<file path="src/rtl/tx_scale_pkg.sv">
// Shared constants, command codes and carrier structs for the transmit scaler
package tx_scale_pkg;

    // ========================================================
    // Command codes (host to device)
    // ========================================================
    localparam logic [7:0] CMD_OUTPUT_GAIN = 8'h10;
    localparam logic [7:0] CMD_MEM_READ    = 8'h20;
    localparam logic [7:0] CMD_MEM_WRITE   = 8'h21;
    localparam logic [7:0] CMD_EQ_SELECT   = 8'h30;

    // ========================================================
    // Reset values and memory map
    // ========================================================
    localparam logic [15:0] GAIN_RESET      = 16'h7FFF;
    localparam logic [1:0]  EQ_RESET        = 2'h0;
    localparam logic [15:0] TONE0_AMP_ADDR  = 16'h11EE;
    localparam logic [15:0] TONE1_AMP_ADDR  = 16'h11F1;
    localparam logic [15:0] TONE0_AMP_RESET = 16'h0F36;
    localparam logic [15:0] TONE1_AMP_RESET = 16'h137A;
    localparam logic [15:0] MEM_BASE        = 16'h11E8;
    localparam int          MEM_ADDR_W      = 4;

    // ========================================================
    // Equalizer emphasis coefficients, Q15, one per type
    // ========================================================
    localparam logic [15:0] EQ_K0 = 16'h0000;
    localparam logic [15:0] EQ_K1 = 16'h1000;
    localparam logic [15:0] EQ_K2 = 16'h2000;
    localparam logic [15:0] EQ_K3 = 16'h4000;

    // ========================================================
    // Carrier structs
    // ========================================================
    typedef struct packed {
        logic        valid;
        logic        start;
        logic [7:0]  data;
    } cmd_t;

    typedef struct packed {
        logic        valid;
        logic [7:0]  lo;
        logic [7:0]  hi;
    } reply_t;

    typedef struct packed {
        logic        valid;
        logic [15:0] carrier;
        logic [15:0] tone0;
        logic [15:0] tone1;
    } sample_in_t;

    typedef struct packed {
        logic        valid;
        logic [15:0] data;
    } sample_out_t;

endpackage : tx_scale_pkg

</file>
<file path="src/rtl/tone_amp_mem.sv">
// Small data memory window holding the tone generator amplitude words
`timescale 1ns/100ps
`default_nettype none

module tone_amp_mem #(
    parameter logic [15:0] BASE   = tx_scale_pkg::MEM_BASE,
    parameter int          ADDR_W = tx_scale_pkg::MEM_ADDR_W
) (
    input  wire logic        clk,
    input  wire logic        rst_n,
    input  wire logic        wr_en,
    input  wire logic        rd_en,
    input  wire logic [15:0] addr,
    input  wire logic [15:0] wdata,
    output logic      [15:0] rdata,
    output logic      [15:0] amp0,
    output logic      [15:0] amp1
);
    localparam int DEPTH = 1 << ADDR_W;

    typedef struct packed {
        logic [DEPTH-1:0][15:0] words;
        logic [15:0]            rdata;
    } mem_state_t;

    mem_state_t st_q;
    mem_state_t st_d;

    localparam logic [ADDR_W-1:0] IDX0 =
        ADDR_W'(tx_scale_pkg::TONE0_AMP_ADDR - BASE);
    localparam logic [ADDR_W-1:0] IDX1 =
        ADDR_W'(tx_scale_pkg::TONE1_AMP_ADDR - BASE);

    // Both amplitude words must fall inside the window
    if (ADDR_W < 1 || ADDR_W > 8
        || tx_scale_pkg::TONE0_AMP_ADDR < BASE
        || tx_scale_pkg::TONE1_AMP_ADDR < BASE
        || 32'(tx_scale_pkg::TONE1_AMP_ADDR - BASE) >= DEPTH
        || 32'(tx_scale_pkg::TONE0_AMP_ADDR - BASE) >= DEPTH) begin : g_bad
        $error("tone_amp_mem: window does not cover amplitude words");
    end

    function automatic logic in_window(input logic [15:0] a);
        in_window = (a >= BASE) && (32'(a - BASE) < DEPTH);
    endfunction : in_window

    logic [ADDR_W-1:0] idx;
    assign idx = ADDR_W'(addr - BASE);

    always_comb begin
        st_d = st_q;
        if (wr_en && in_window(addr)) begin
            st_d.words[idx] = wdata;
        end
        // Outside the window reads answer zero
        if (rd_en) begin
            st_d.rdata = in_window(addr) ? st_q.words[idx] : 16'h0000;
        end
    end

    always_ff @(posedge clk) begin
        if (!rst_n) begin
            st_q <= '0;
            st_q.words[IDX0] <= tx_scale_pkg::TONE0_AMP_RESET;
            st_q.words[IDX1] <= tx_scale_pkg::TONE1_AMP_RESET;
        end else begin
            st_q <= st_d;
        end
    end

    assign rdata = st_q.rdata;
    assign amp0  = st_q.words[IDX0];
    assign amp1  = st_q.words[IDX1];

endmodule : tone_amp_mem
`default_nettype wire

</file>
<file path="src/rtl/transmit_level_scaler.sv">
// Transmit level scaler: command parser, tone mix, gain, equalizer
// Operation
// - Gain command stores value; later samples are multiplied by it.
// - One stored gain scales both carrier and tone generator output.
// - Gain is a signed two's-complement sixteen-bit value.
// - Gain resets to 7FFF, unity scaling.
// - Tone 0 amplitude lives at word 11EE, tone 1 at 11F1.
// - Memory read takes address low byte first; reply holds low then high.
// - Memory write takes address low, high, data low, high; stores word.
// - Tone level is generator amplitude further scaled by the gain.
// - Four equalizer types; type 0 front end only, 1-3 add cable.
`timescale 1ns/100ps
`default_nettype none

module transmit_level_scaler (
    input  wire logic                     clk,
    input  wire logic                     rst_n,
    input  wire tx_scale_pkg::cmd_t       cmd,
    input  wire tx_scale_pkg::sample_in_t sample_in,
    output tx_scale_pkg::reply_t          reply,
    output tx_scale_pkg::sample_out_t     sample_out,
    output logic [15:0]                   gain,
    output logic [1:0]                    eq_type
);
    // ========================================================
    // State
    // ========================================================
    typedef enum logic {PS_IDLE, PS_ARGS} parse_t;

    typedef struct packed {
        parse_t                   parse;
        logic [7:0]               opcode;
        logic [1:0]               argn;
        logic [7:0]               arg0;
        logic [7:0]               arg1;
        logic [7:0]               arg2;
        logic [15:0]              gain;
        logic [1:0]               eq;
        logic                     rd_pend;
        tx_scale_pkg::reply_t     reply;
        logic                     s1_valid;
        logic [15:0]              s1_sum;
        logic                     s2_valid;
        logic [15:0]              s2_val;
        logic [15:0]              eq_prev;
        tx_scale_pkg::sample_out_t out;
    } state_t;

    state_t st_q;
    state_t st_d;

    logic        mem_wr;
    logic        mem_rd;
    logic [15:0] mem_addr;
    logic [15:0] mem_wdata;
    logic [15:0] mem_rdata;
    logic [15:0] amp0;
    logic [15:0] amp1;

    // ========================================================
    // Helpers
    // ========================================================
    // Clamp a wide signed value to the sixteen-bit sample range
    function automatic logic [15:0] sat16(input logic signed [33:0] v);
        if (v > 34'sh7FFF) begin
            sat16 = 16'h7FFF;
        end else if (v < -34'sh8000) begin
            sat16 = 16'h8000;
        end else begin
            sat16 = v[15:0];
        end
    endfunction : sat16

    // Q15 product, result saturated
    function automatic logic [15:0] qmul(input logic [15:0] a,
                                         input logic [15:0] b);
        logic signed [31:0] p;
        p = $signed(a) * $signed(b);
        qmul = sat16(34'(p >>> 15));
    endfunction : qmul

    // Wide Q15 product; wide operands keep the multiply from truncating
    function automatic logic signed [33:0] qprod(
        input logic signed [33:0] a,
        input logic signed [33:0] b
    );
        qprod = (a * b) >>> 15;
    endfunction : qprod

    function automatic logic [15:0] eq_coef(input logic [1:0] t);
        unique case (t)
            2'h0: eq_coef = tx_scale_pkg::EQ_K0;
            2'h1: eq_coef = tx_scale_pkg::EQ_K1;
            2'h2: eq_coef = tx_scale_pkg::EQ_K2;
            2'h3: eq_coef = tx_scale_pkg::EQ_K3;
        endcase
    endfunction : eq_coef

    // ========================================================
    // Amplitude memory
    // ========================================================
    tone_amp_mem #(
        .BASE   (tx_scale_pkg::MEM_BASE),
        .ADDR_W (tx_scale_pkg::MEM_ADDR_W)
    ) u_mem (
        .clk   (clk),
        .rst_n (rst_n),
        .wr_en (mem_wr),
        .rd_en (mem_rd),
        .addr  (mem_addr),
        .wdata (mem_wdata),
        .rdata (mem_rdata),
        .amp0  (amp0),
        .amp1  (amp1)
    );

    // ========================================================
    // Next state
    // ========================================================
    logic signed [33:0] mix;
    logic signed [33:0] sum;
    logic signed [16:0] diff;
    logic signed [33:0] emph;

    always_comb begin
        st_d      = st_q;
        mem_wr    = 1'b0;
        mem_rd    = 1'b0;
        mem_addr  = 16'h0000;
        mem_wdata = 16'h0000;
        st_d.reply.valid = 1'b0;
        st_d.rd_pend     = 1'b0;

        // Command bytes
        if (cmd.valid && cmd.start) begin
            st_d.opcode = cmd.data;
            st_d.argn   = 2'h0;
            st_d.parse  = PS_ARGS;
        end else if (cmd.valid && st_q.parse == PS_ARGS) begin
            st_d.argn = st_q.argn + 2'h1;
            unique case (st_q.argn)
                2'h0: st_d.arg0 = cmd.data;
                2'h1: st_d.arg1 = cmd.data;
                2'h2: st_d.arg2 = cmd.data;
                2'h3: ;
            endcase
            unique case (st_q.opcode)
                tx_scale_pkg::CMD_OUTPUT_GAIN: begin
                    if (st_q.argn == 2'h1) begin
                        st_d.gain  = {cmd.data, st_q.arg0};
                        st_d.parse = PS_IDLE;
                    end
                end
                tx_scale_pkg::CMD_EQ_SELECT: begin
                    st_d.eq    = cmd.data[1:0];
                    st_d.parse = PS_IDLE;
                end
                tx_scale_pkg::CMD_MEM_READ: begin
                    if (st_q.argn == 2'h1) begin
                        mem_rd       = 1'b1;
                        mem_addr     = {cmd.data, st_q.arg0};
                        st_d.rd_pend = 1'b1;
                        st_d.parse   = PS_IDLE;
                    end
                end
                tx_scale_pkg::CMD_MEM_WRITE: begin
                    if (st_q.argn == 2'h3) begin
                        mem_wr     = 1'b1;
                        mem_addr   = {st_q.arg1, st_q.arg0};
                        mem_wdata  = {cmd.data, st_q.arg2};
                        st_d.parse = PS_IDLE;
                    end
                end
                // Unknown codes swallow bytes until the next start
                default: ;
            endcase
        end

        if (st_q.rd_pend) begin
            st_d.reply.valid = 1'b1;
            st_d.reply.lo    = mem_rdata[7:0];
            st_d.reply.hi    = mem_rdata[15:8];
        end

        // Stage 1: tones weighted by their amplitude words, plus carrier
        mix = qprod(34'($signed(sample_in.tone0)), 34'($signed(amp0)))
            + qprod(34'($signed(sample_in.tone1)), 34'($signed(amp1)));
        sum = 34'($signed(sample_in.carrier)) + 34'($signed(sat16(mix)));
        st_d.s1_valid = sample_in.valid;
        if (sample_in.valid) begin
            st_d.s1_sum = sat16(sum);
        end

        // Stage 2: one gain for carrier and tones alike
        st_d.s2_valid = st_q.s1_valid;
        if (st_q.s1_valid) begin
            st_d.s2_val = qmul(st_q.s1_sum, st_q.gain);
        end

        // Stage 3: emphasis grows with cable length type
        diff = 17'($signed(st_q.s2_val)) - 17'($signed(st_q.eq_prev));
        emph = qprod(34'(diff), 34'($signed(eq_coef(st_q.eq))));
        st_d.out.valid = st_q.s2_valid;
        if (st_q.s2_valid) begin
            st_d.out.data = sat16(34'($signed(st_q.s2_val)) + emph);
            st_d.eq_prev  = st_q.s2_val;
        end
    end

    always_ff @(posedge clk) begin
        if (!rst_n) begin
            st_q       <= '0;
            st_q.parse <= PS_IDLE;
            st_q.gain  <= tx_scale_pkg::GAIN_RESET;
            st_q.eq    <= tx_scale_pkg::EQ_RESET;
        end else begin
            st_q <= st_d;
        end
    end

    assign reply      = st_q.reply;
    assign sample_out = st_q.out;
    assign gain       = st_q.gain;
    assign eq_type    = st_q.eq;

endmodule : transmit_level_scaler
`default_nettype wire

</file>
<file path="config.mk">
export PLATFORM = sky130hd
export DESIGN_NAME = transmit_level_scaler
export DESIGN_NICKNAME = d
export VERILOG_FILES = /design/src/rtl/tx_scale_pkg.sv /design/src/rtl/tone_amp_mem.sv /design/src/rtl/transmit_level_scaler.sv
export SDC_FILE = /design/constraint.sdc
export NUM_CORES = 2
export LEC_CHECK = 0
export BUFFER_PORTS_ARGS = -buffer_cell sky130_fd_sc_hd__buf_2
export CAP_MARGIN = 20
export CORE_UTILIZATION = 55
export DETAILED_ROUTE_END_ITERATION = 16
export HOLD_SLACK_MARGIN = 0.06
export PLACE_DENSITY = 0.71
export SLEW_MARGIN = 20
export SYNTH_ARGS = -nofsm -noshare
export SYNTH_HDL_FRONTEND = slang
export SYNTH_SLANG_ARGS = --single-unit
</file>
<file path="constraint.sdc">
create_clock -name clk -period 29.4 [get_ports clk]
set_clock_uncertainty 0.2 [all_clocks]
set_input_delay 5.88 -clock clk [delete_from_list [all_inputs] [get_ports clk]]
set_output_delay 5.88 -clock clk [all_outputs]
set_load 0.02 [all_outputs]
</file>
# After elaboration in Yosys (flattened, before gate mapping)
# Index checks and enable logic that the tools add are counted.
dict set report totals {
  register_bits 410
  input_bits 61
  output_inout_bits 52
  wordCells 130
}
dict set report classes {
  n_addsub 7
  multipliers 4
  order_cmp 12
  eq_ne 12
  muxes 38
  bitwise 3
  reduce_logical 18
}
# cell n
set ops {}
lappend ops {{2-to-1 mux 16 bit} 19}
lappend ops {{bitwise mux 256 bit} 1}
lappend ops {{multiplier 16 x 16 -> 32 bit} 3}
lappend ops {{binary-select mux 16 bit (select 4 bit)} 1}
lappend ops {{demux 16 bit (select 4 bit)} 1}
lappend ops {{one-hot mux 16 bit (4 select lines)} 1}
lappend ops {{> comparator 17 x 16 -> 1 bit (second input constant)} 2}
lappend ops {{less-than comparator 17 x 16 -> 1 bit (second input constant)} 2}
lappend ops {{multiplier 17 x 16 -> 33 bit} 1}
lappend ops {{less-than comparator 32 x 5 -> 1 bit (second input constant)} 1}
lappend ops {{one-hot mux 16 bit (2 select lines)} 1}
lappend ops {{== test 8 x 6 -> 1 bit (second input constant)} 3}
lappend ops {{adder 16 x 18 -> 19 bit} 1}
lappend ops {{> comparator 19 x 16 -> 1 bit (second input constant)} 1}
lappend ops {{less-than comparator 19 x 16 -> 1 bit (second input constant)} 1}
lappend ops {{adder 17 x 17 -> 18 bit} 1}
lappend ops {{> comparator 18 x 16 -> 1 bit (second input constant)} 1}
lappend ops {{less-than comparator 18 x 16 -> 1 bit (second input constant)} 1}
lappend ops {{adder 16 x 16 -> 17 bit} 1}
lappend ops {{2-to-1 mux 17 bit} 1}
lappend ops {{subtractor 16 x 13 -> 17 bit (second input constant)} 1}
lappend ops {{subtractor 16 x 16 -> 17 bit} 1}
lappend ops {{greater-or-equal comparator 16 x 13 -> 1 bit (second input constant)} 1}
lappend ops {{2-to-1 mux 1 bit} 12}
lappend ops {{other kinds (19)} 35}

# Longest topological paths before layout
dict set report logic_depth {
  depth_word 11
  ltp_mapped 50
  mapped_depth_nobuf 46
}

# Hierarchy
# A second synthesis with hierarchy kept.
dict set report hier_totals {
  cells_unflattened 5653
  area_unflattened_um2 52111.2
}
# module n_inst cells_each area_each_um2 seq_area_each_um2
set by_module_without_submodules {}
lappend by_module_without_submodules {transmit_level_scaler 1 4496 39575.5 2762.6}
lappend by_module_without_submodules {tone_amp_mem 1 1157 12535.8 5445.2}

# Worst setup path before layout
# Ideal clock, no wire load.
dict set report synth_timing {
  path_type {in2reg}
  start {input sample_in[10] (netlist bit)}
  end {register st_q[52] (netlist bit)}
  setup_time_ns 0.070
  t_arrival_ns 16.275
  t_required_ns 29.130
  slack_ns 12.856
  cell_stages 41
  n_path_buf 2
  cell_sequence {clkbuf_1 > nand2_1 > fa_1 > fa_1 > fa_1 > fa_1 > inv_1 > fa_1 > fa_1 > ha_1 > or4_1 > a2111oi_0 > a2111oi_0 > o31a_1 > o21a_1 > o21a_1 > o21a_1 > nor2_1 > (+5 left out) > o31a_1 > o211ai_1 > o2111ai_1 > o21ai_0 > ha_1 > inv_1 > fa_1 > nor2b_1 > o21ai_0 > a21boi_0 > o21a_1 > o221ai_1 > o211ai_1 > nand4_1 > a21o_1 > clkbuf_1 > maj3_1 > a21oi_1}
}
dict set report synth_via {
  elab_chain_cells 9
  word_cells_on_any_way 11
  cone_classes {2 x add/sub; 1 x mul; 4 x order compare; 4 x mux}
}
# item line_no
set synth_lines {}
lappend synth_lines {{start: declaration} transmit_level_scaler.sv:19} ;# input wire tx_scale_pkg::sample_in_t sample_in,
lappend synth_lines {{multiplier 16 x 16 -> 32 bit (*)} transmit_level_scaler.sv:87} ;# qprod = (a * b) >>> 15;
lappend synth_lines {{adder 17 x 17 -> 18 bit (*)} transmit_level_scaler.sv:187} ;# + qprod(34'($signed(sample_in.tone1)), 34'($signed(amp1)));
lappend synth_lines {{less-than comparator 18 x 16 -> 1 bit} transmit_level_scaler.sv:67} ;# end else if (v < -34'sh8000) begin
lappend synth_lines {{2-to-1 mux 16 bit} transmit_level_scaler.sv:67}
lappend synth_lines {{2-to-1 mux 16 bit (*)} transmit_level_scaler.sv:65} ;# if (v > 34'sh7FFF) begin
lappend synth_lines {{adder 16 x 16 -> 17 bit (*)} transmit_level_scaler.sv:188} ;# sum = 34'($signed(sample_in.carrier)) + 34'($signed(sat16(mix)));
lappend synth_lines {{less-than comparator 17 x 16 -> 1 bit} transmit_level_scaler.sv:67}
lappend synth_lines {{2-to-1 mux 16 bit} transmit_level_scaler.sv:67}
lappend synth_lines {{2-to-1 mux 16 bit (*)} transmit_level_scaler.sv:65}
lappend synth_lines {{end signal: assignment} transmit_level_scaler.sv:217} ;# st_q <= st_d;
lappend synth_lines {{end: declaration} transmit_level_scaler.sv:49} ;# state_t st_q;
# Mark *: on every way between the ends. The rest lies on a longest branch, timed or not.
# A chain may end at the register's enable or synchronous reset.

# Final worst setup path
dict set report layout_timing {
  start {input sample_in[12] (netlist bit)}
  end {register st_q[50] (netlist bit)}
}
# Same word-level chain as after synthesis.

==> summary.md <==
| Metric | Value |
|---|---|
| CP peak stage delay | 0.76 ns |
| CTS sink cnt | 410 |
| Port buffer count | 112 |
| Register area share after synthesis | 16.1% |
| Top delay family on crit path | adder cells |
| DR pass1 iterations | 6 |
| Wire per inst | 19.8 microns |
| Critical path endpoint category | flip-flop |
| Most used flip-flop cell after synthesis | dfxtp_1 |
| Initial DRC count | 3123 |
| Status | finished, final reports clean |
| Final-report hold violation count | 0 |
| CP Launch Type | input port |
| First-pass GRT wire length | 223000 microns |
| Chip height | 306 microns |
| Slew Limit Fails | 0 |
| Clk buf depth | 3 |
| Drt drc | 0 |
| Routed Antenna Nets | 0 |
| Largest net degree at the start of global routing | around 120 |
| FFs w/ async S/R, synth | 0% |
| Hpwl dp | 102000 microns |
| Relative slew margins | between 20% and 30% |
| Grt peak-use layer | met2 |
| Layout cells sized above 1 | 4.91% |
| Mapped Cells | 5885 |
| Met1 usage | 38.5% |
| Setup Crit Path Kind | input port to flip-flop |
| Nets | around 7000 |
| Routed WL | 138000 microns |
| Core footprint | slightly above 90000 sq um |
| Slowest CP cell | xor2_1 |
| Clock Latency Late Sink | 0.60 ns |
| Total GRT Usage | 29.9% |
| Num ports | around 110 |
| Netlist cell types | 79 |
| Final period util | 58.9% |
| Die Area | 93800 sq um |
| Min cycle time layout | approximately 17 ns |
| Setup bufs post-CTS | 0 |
| RSZ-0062 raised after global routing | false |
| Via density per instance | 5.77 |
| CP Max Fanout | 16 |
| Max-capacitance violation count | 0 |
| Worst path bufs/invs | 5 |
| Hold Path Class | flip-flop to flip-flop |
| Post-synthesis register bit count | 410 |
| Most frequent CP cell | fa_1 |
| Die width | 306 microns |
| Initial antenna violation count | 10 |
| Starting Density | between 50% and 60% |
| Root buffer cell | clkbuf_16 |
| CTS Buf Count | 46 |
| Syn. warnings | 0 |
| Data required time of the critical path | about 30 ns |
| H-tree levels | 2 |
| Routability cong. | 0.909 |
| CTS Hold Bufs | 0 |
| Worst-Margin Slew | 1.17 ns |
| Syn Std Cell Area | 50900 sq um |
| Post-synth EDFFs | 0 |
| GRT overflow | 0 |
| Mean Syn Cell Area | a little under 9 sq um |
| Worst path arrival time | approximately 18 ns |
| Worst-path clk slew | 0.06 ns |
| Fmax | 57.8 MHz |
| Vias | 40200 |
| # setup viols final | 0 |
| Num rows | between 100 and 150 |
| Setup TNS Final | 0 ns |
| GRT met2 Usage | between 50% and 60% |
| CTS tree | built |
| Vias in the first global route | 41100 |
| Post-cts resize count | 0 |
| Mapped Nets | roughly 7200 |
| Met3 GRT Util | 4.44% |
| Area growth syn-to-layout | 5.06% |
## metrics by stage
stage	setup slack [ns]	instance area [sq um]	hold slack, ns	cells	utilization [%]
after floorplan	12.86	50900	0.215	5885	-
after global placement	11.89	51800	0.230	6865	56.5
after detailed placement	11.63	51800	0.231	6865	56.5
after CTS	12.23	53500	0.239	6949	58.3
after global routing	11.29	53500	0.257	6953	58.3
final	12.09	53500	0.234	6957	58.3
## cell families after synthesis
| logic type | count (synthesis) | share of synthesized area, % |
|---|---|---|
| flip-flops | 410 | 16.1 |
| buffers and inverters | 1348 | 10.4 |
| other | 1 | 0.00737 |
| XOR/XNOR | 136 | 2.35 |
| adder cells (fa/ha/maj) | 1224 | 41.9 |
| multiplexers | 47 | 0.927 |
| AO/OA/AOI/OAI | 935 | 11.5 |
| AND/OR/NAND/NOR | 1784 | 16.8 |
## cell usage in the layout (no fill, tap or decap), types with 23 or more instances in the layout
cell type,count
a22oi_1,28
mux2i_1,46
nand3_1,304
dfxtp_1,409
buf_4,48
o22ai_1,123
a211oi_1,51
a21oi_1,146
nand2b_1,59
nand2_1,601
inv_1,980
fa_1,804
o21ai_0,338
nor2b_1,28
clkbuf_16,47
ha_1,409
or3_1,26
o211ai_1,23
buf_2,111
nor2_1,281
xor2_1,38
a211o_1,45
nor3_1,56
xnor2_1,97
and2_1,350
a21o_1,29
## registers in the layout, indices dropped and copies added, names as in the netlist, 16 cells and up
signal,flops
u_mem.st_q,224
sample_out,17
u_mem.rdata,16
gain,16
st_q,84
reply,17
u_mem.amp0,16
u_mem.amp1,16
## final timing paths
check        slack [ns]  cells after the start                          end                        start
max               12.09                     42        st_q[50]$_SDFFE_PN0P_                sample_in[12]
min                0.23                      2  u_mem.rdata[7]$_SDFFE_PN0P_  u_mem.rdata[7]$_SDFFE_PN0P_
max reg2reg       16.62                     41        st_q[50]$_SDFFE_PN0P_   u_mem.amp1[1]$_SDFFE_PN1P_
min reg2reg        0.23                      2  u_mem.rdata[7]$_SDFFE_PN0P_  u_mem.rdata[7]$_SDFFE_PN0P_
## worst reg2reg max path, delay by kind of cell (launching register included)
family                     cells  cell delay [ns]
AOI/OAI and AO/OA             16             4.12
xor gates and xnor gates       2             0.84
adders and majority gates     10             4.26
buffers and inverters          4             0.36
DFF                            1             0.94
and+or+nand+nor                9             1.92
## routing by layer
metal	share of wire, %	routed length, microns
met3	7.5	10400
met1	40	55500
met2	48	66300
met4	4.1	5640
met5	0.013	18
## Yosys cell counts, types with 7 or more instances
library cell	n	area [sq um]
a2111oi_0	10	87.6
a211o_1	45	394
a211oi_1	51	383
a21o_1	29	218
a21oi_1	146	731
a22o_1	11	96.3
a22oi_1	28	210
a31oi_1	17	106
and2_1	350	2190
and3_1	15	93.8
buf_1	20	75.1
buf_2	10	50.1
buf_4	54	405
clkbuf_1	280	1050
dfxtp_1	410	8210
fa_1	804	16100
ha_1	409	5120
inv_1	981	3680
maj3_1	11	110
mux2i_1	46	460
nand2_1	602	2260
nand2b_1	59	369
nand3_1	305	1530
nand4_1	16	100
nor2_1	281	1050
nor2b_1	28	175
nor3_1	56	280
nor4_1	7	43.8
o2111ai_1	10	87.6
o2111ai_2	11	165
o211ai_1	23	173
o21a_1	19	143
o21ai_0	339	1700
o21ai_1	11	55.1
o21bai_1	7	52.6
o22ai_1	123	769
o31a_1	7	61.3
o31ai_1	11	82.6
or2_2	10	62.6
or3_1	26	163
or4_1	9	67.6
xnor2_1	97	850
xor2_1	38	333
## final cells by class
| cell class | count | area, sq um |
|---|---|---|
| flip-flops and latches | 410 | 8210 |
| multi-input cells | 4127 | 37500 |
| repair buffers | 160 | 931 |
| clock inverters | 22 | 354 |
| well taps | 1186 | 1480 |
| diodes | 8 | 20.0 |
| clock buffers | 62 | 1340 |
| fillers | 8131 | 38200 |
| inverters | 982 | 3690 |
Power is left out: the tool's default activity adds up to more than one toggle a clock period on the data nets, which glitch-free logic cannot reach.
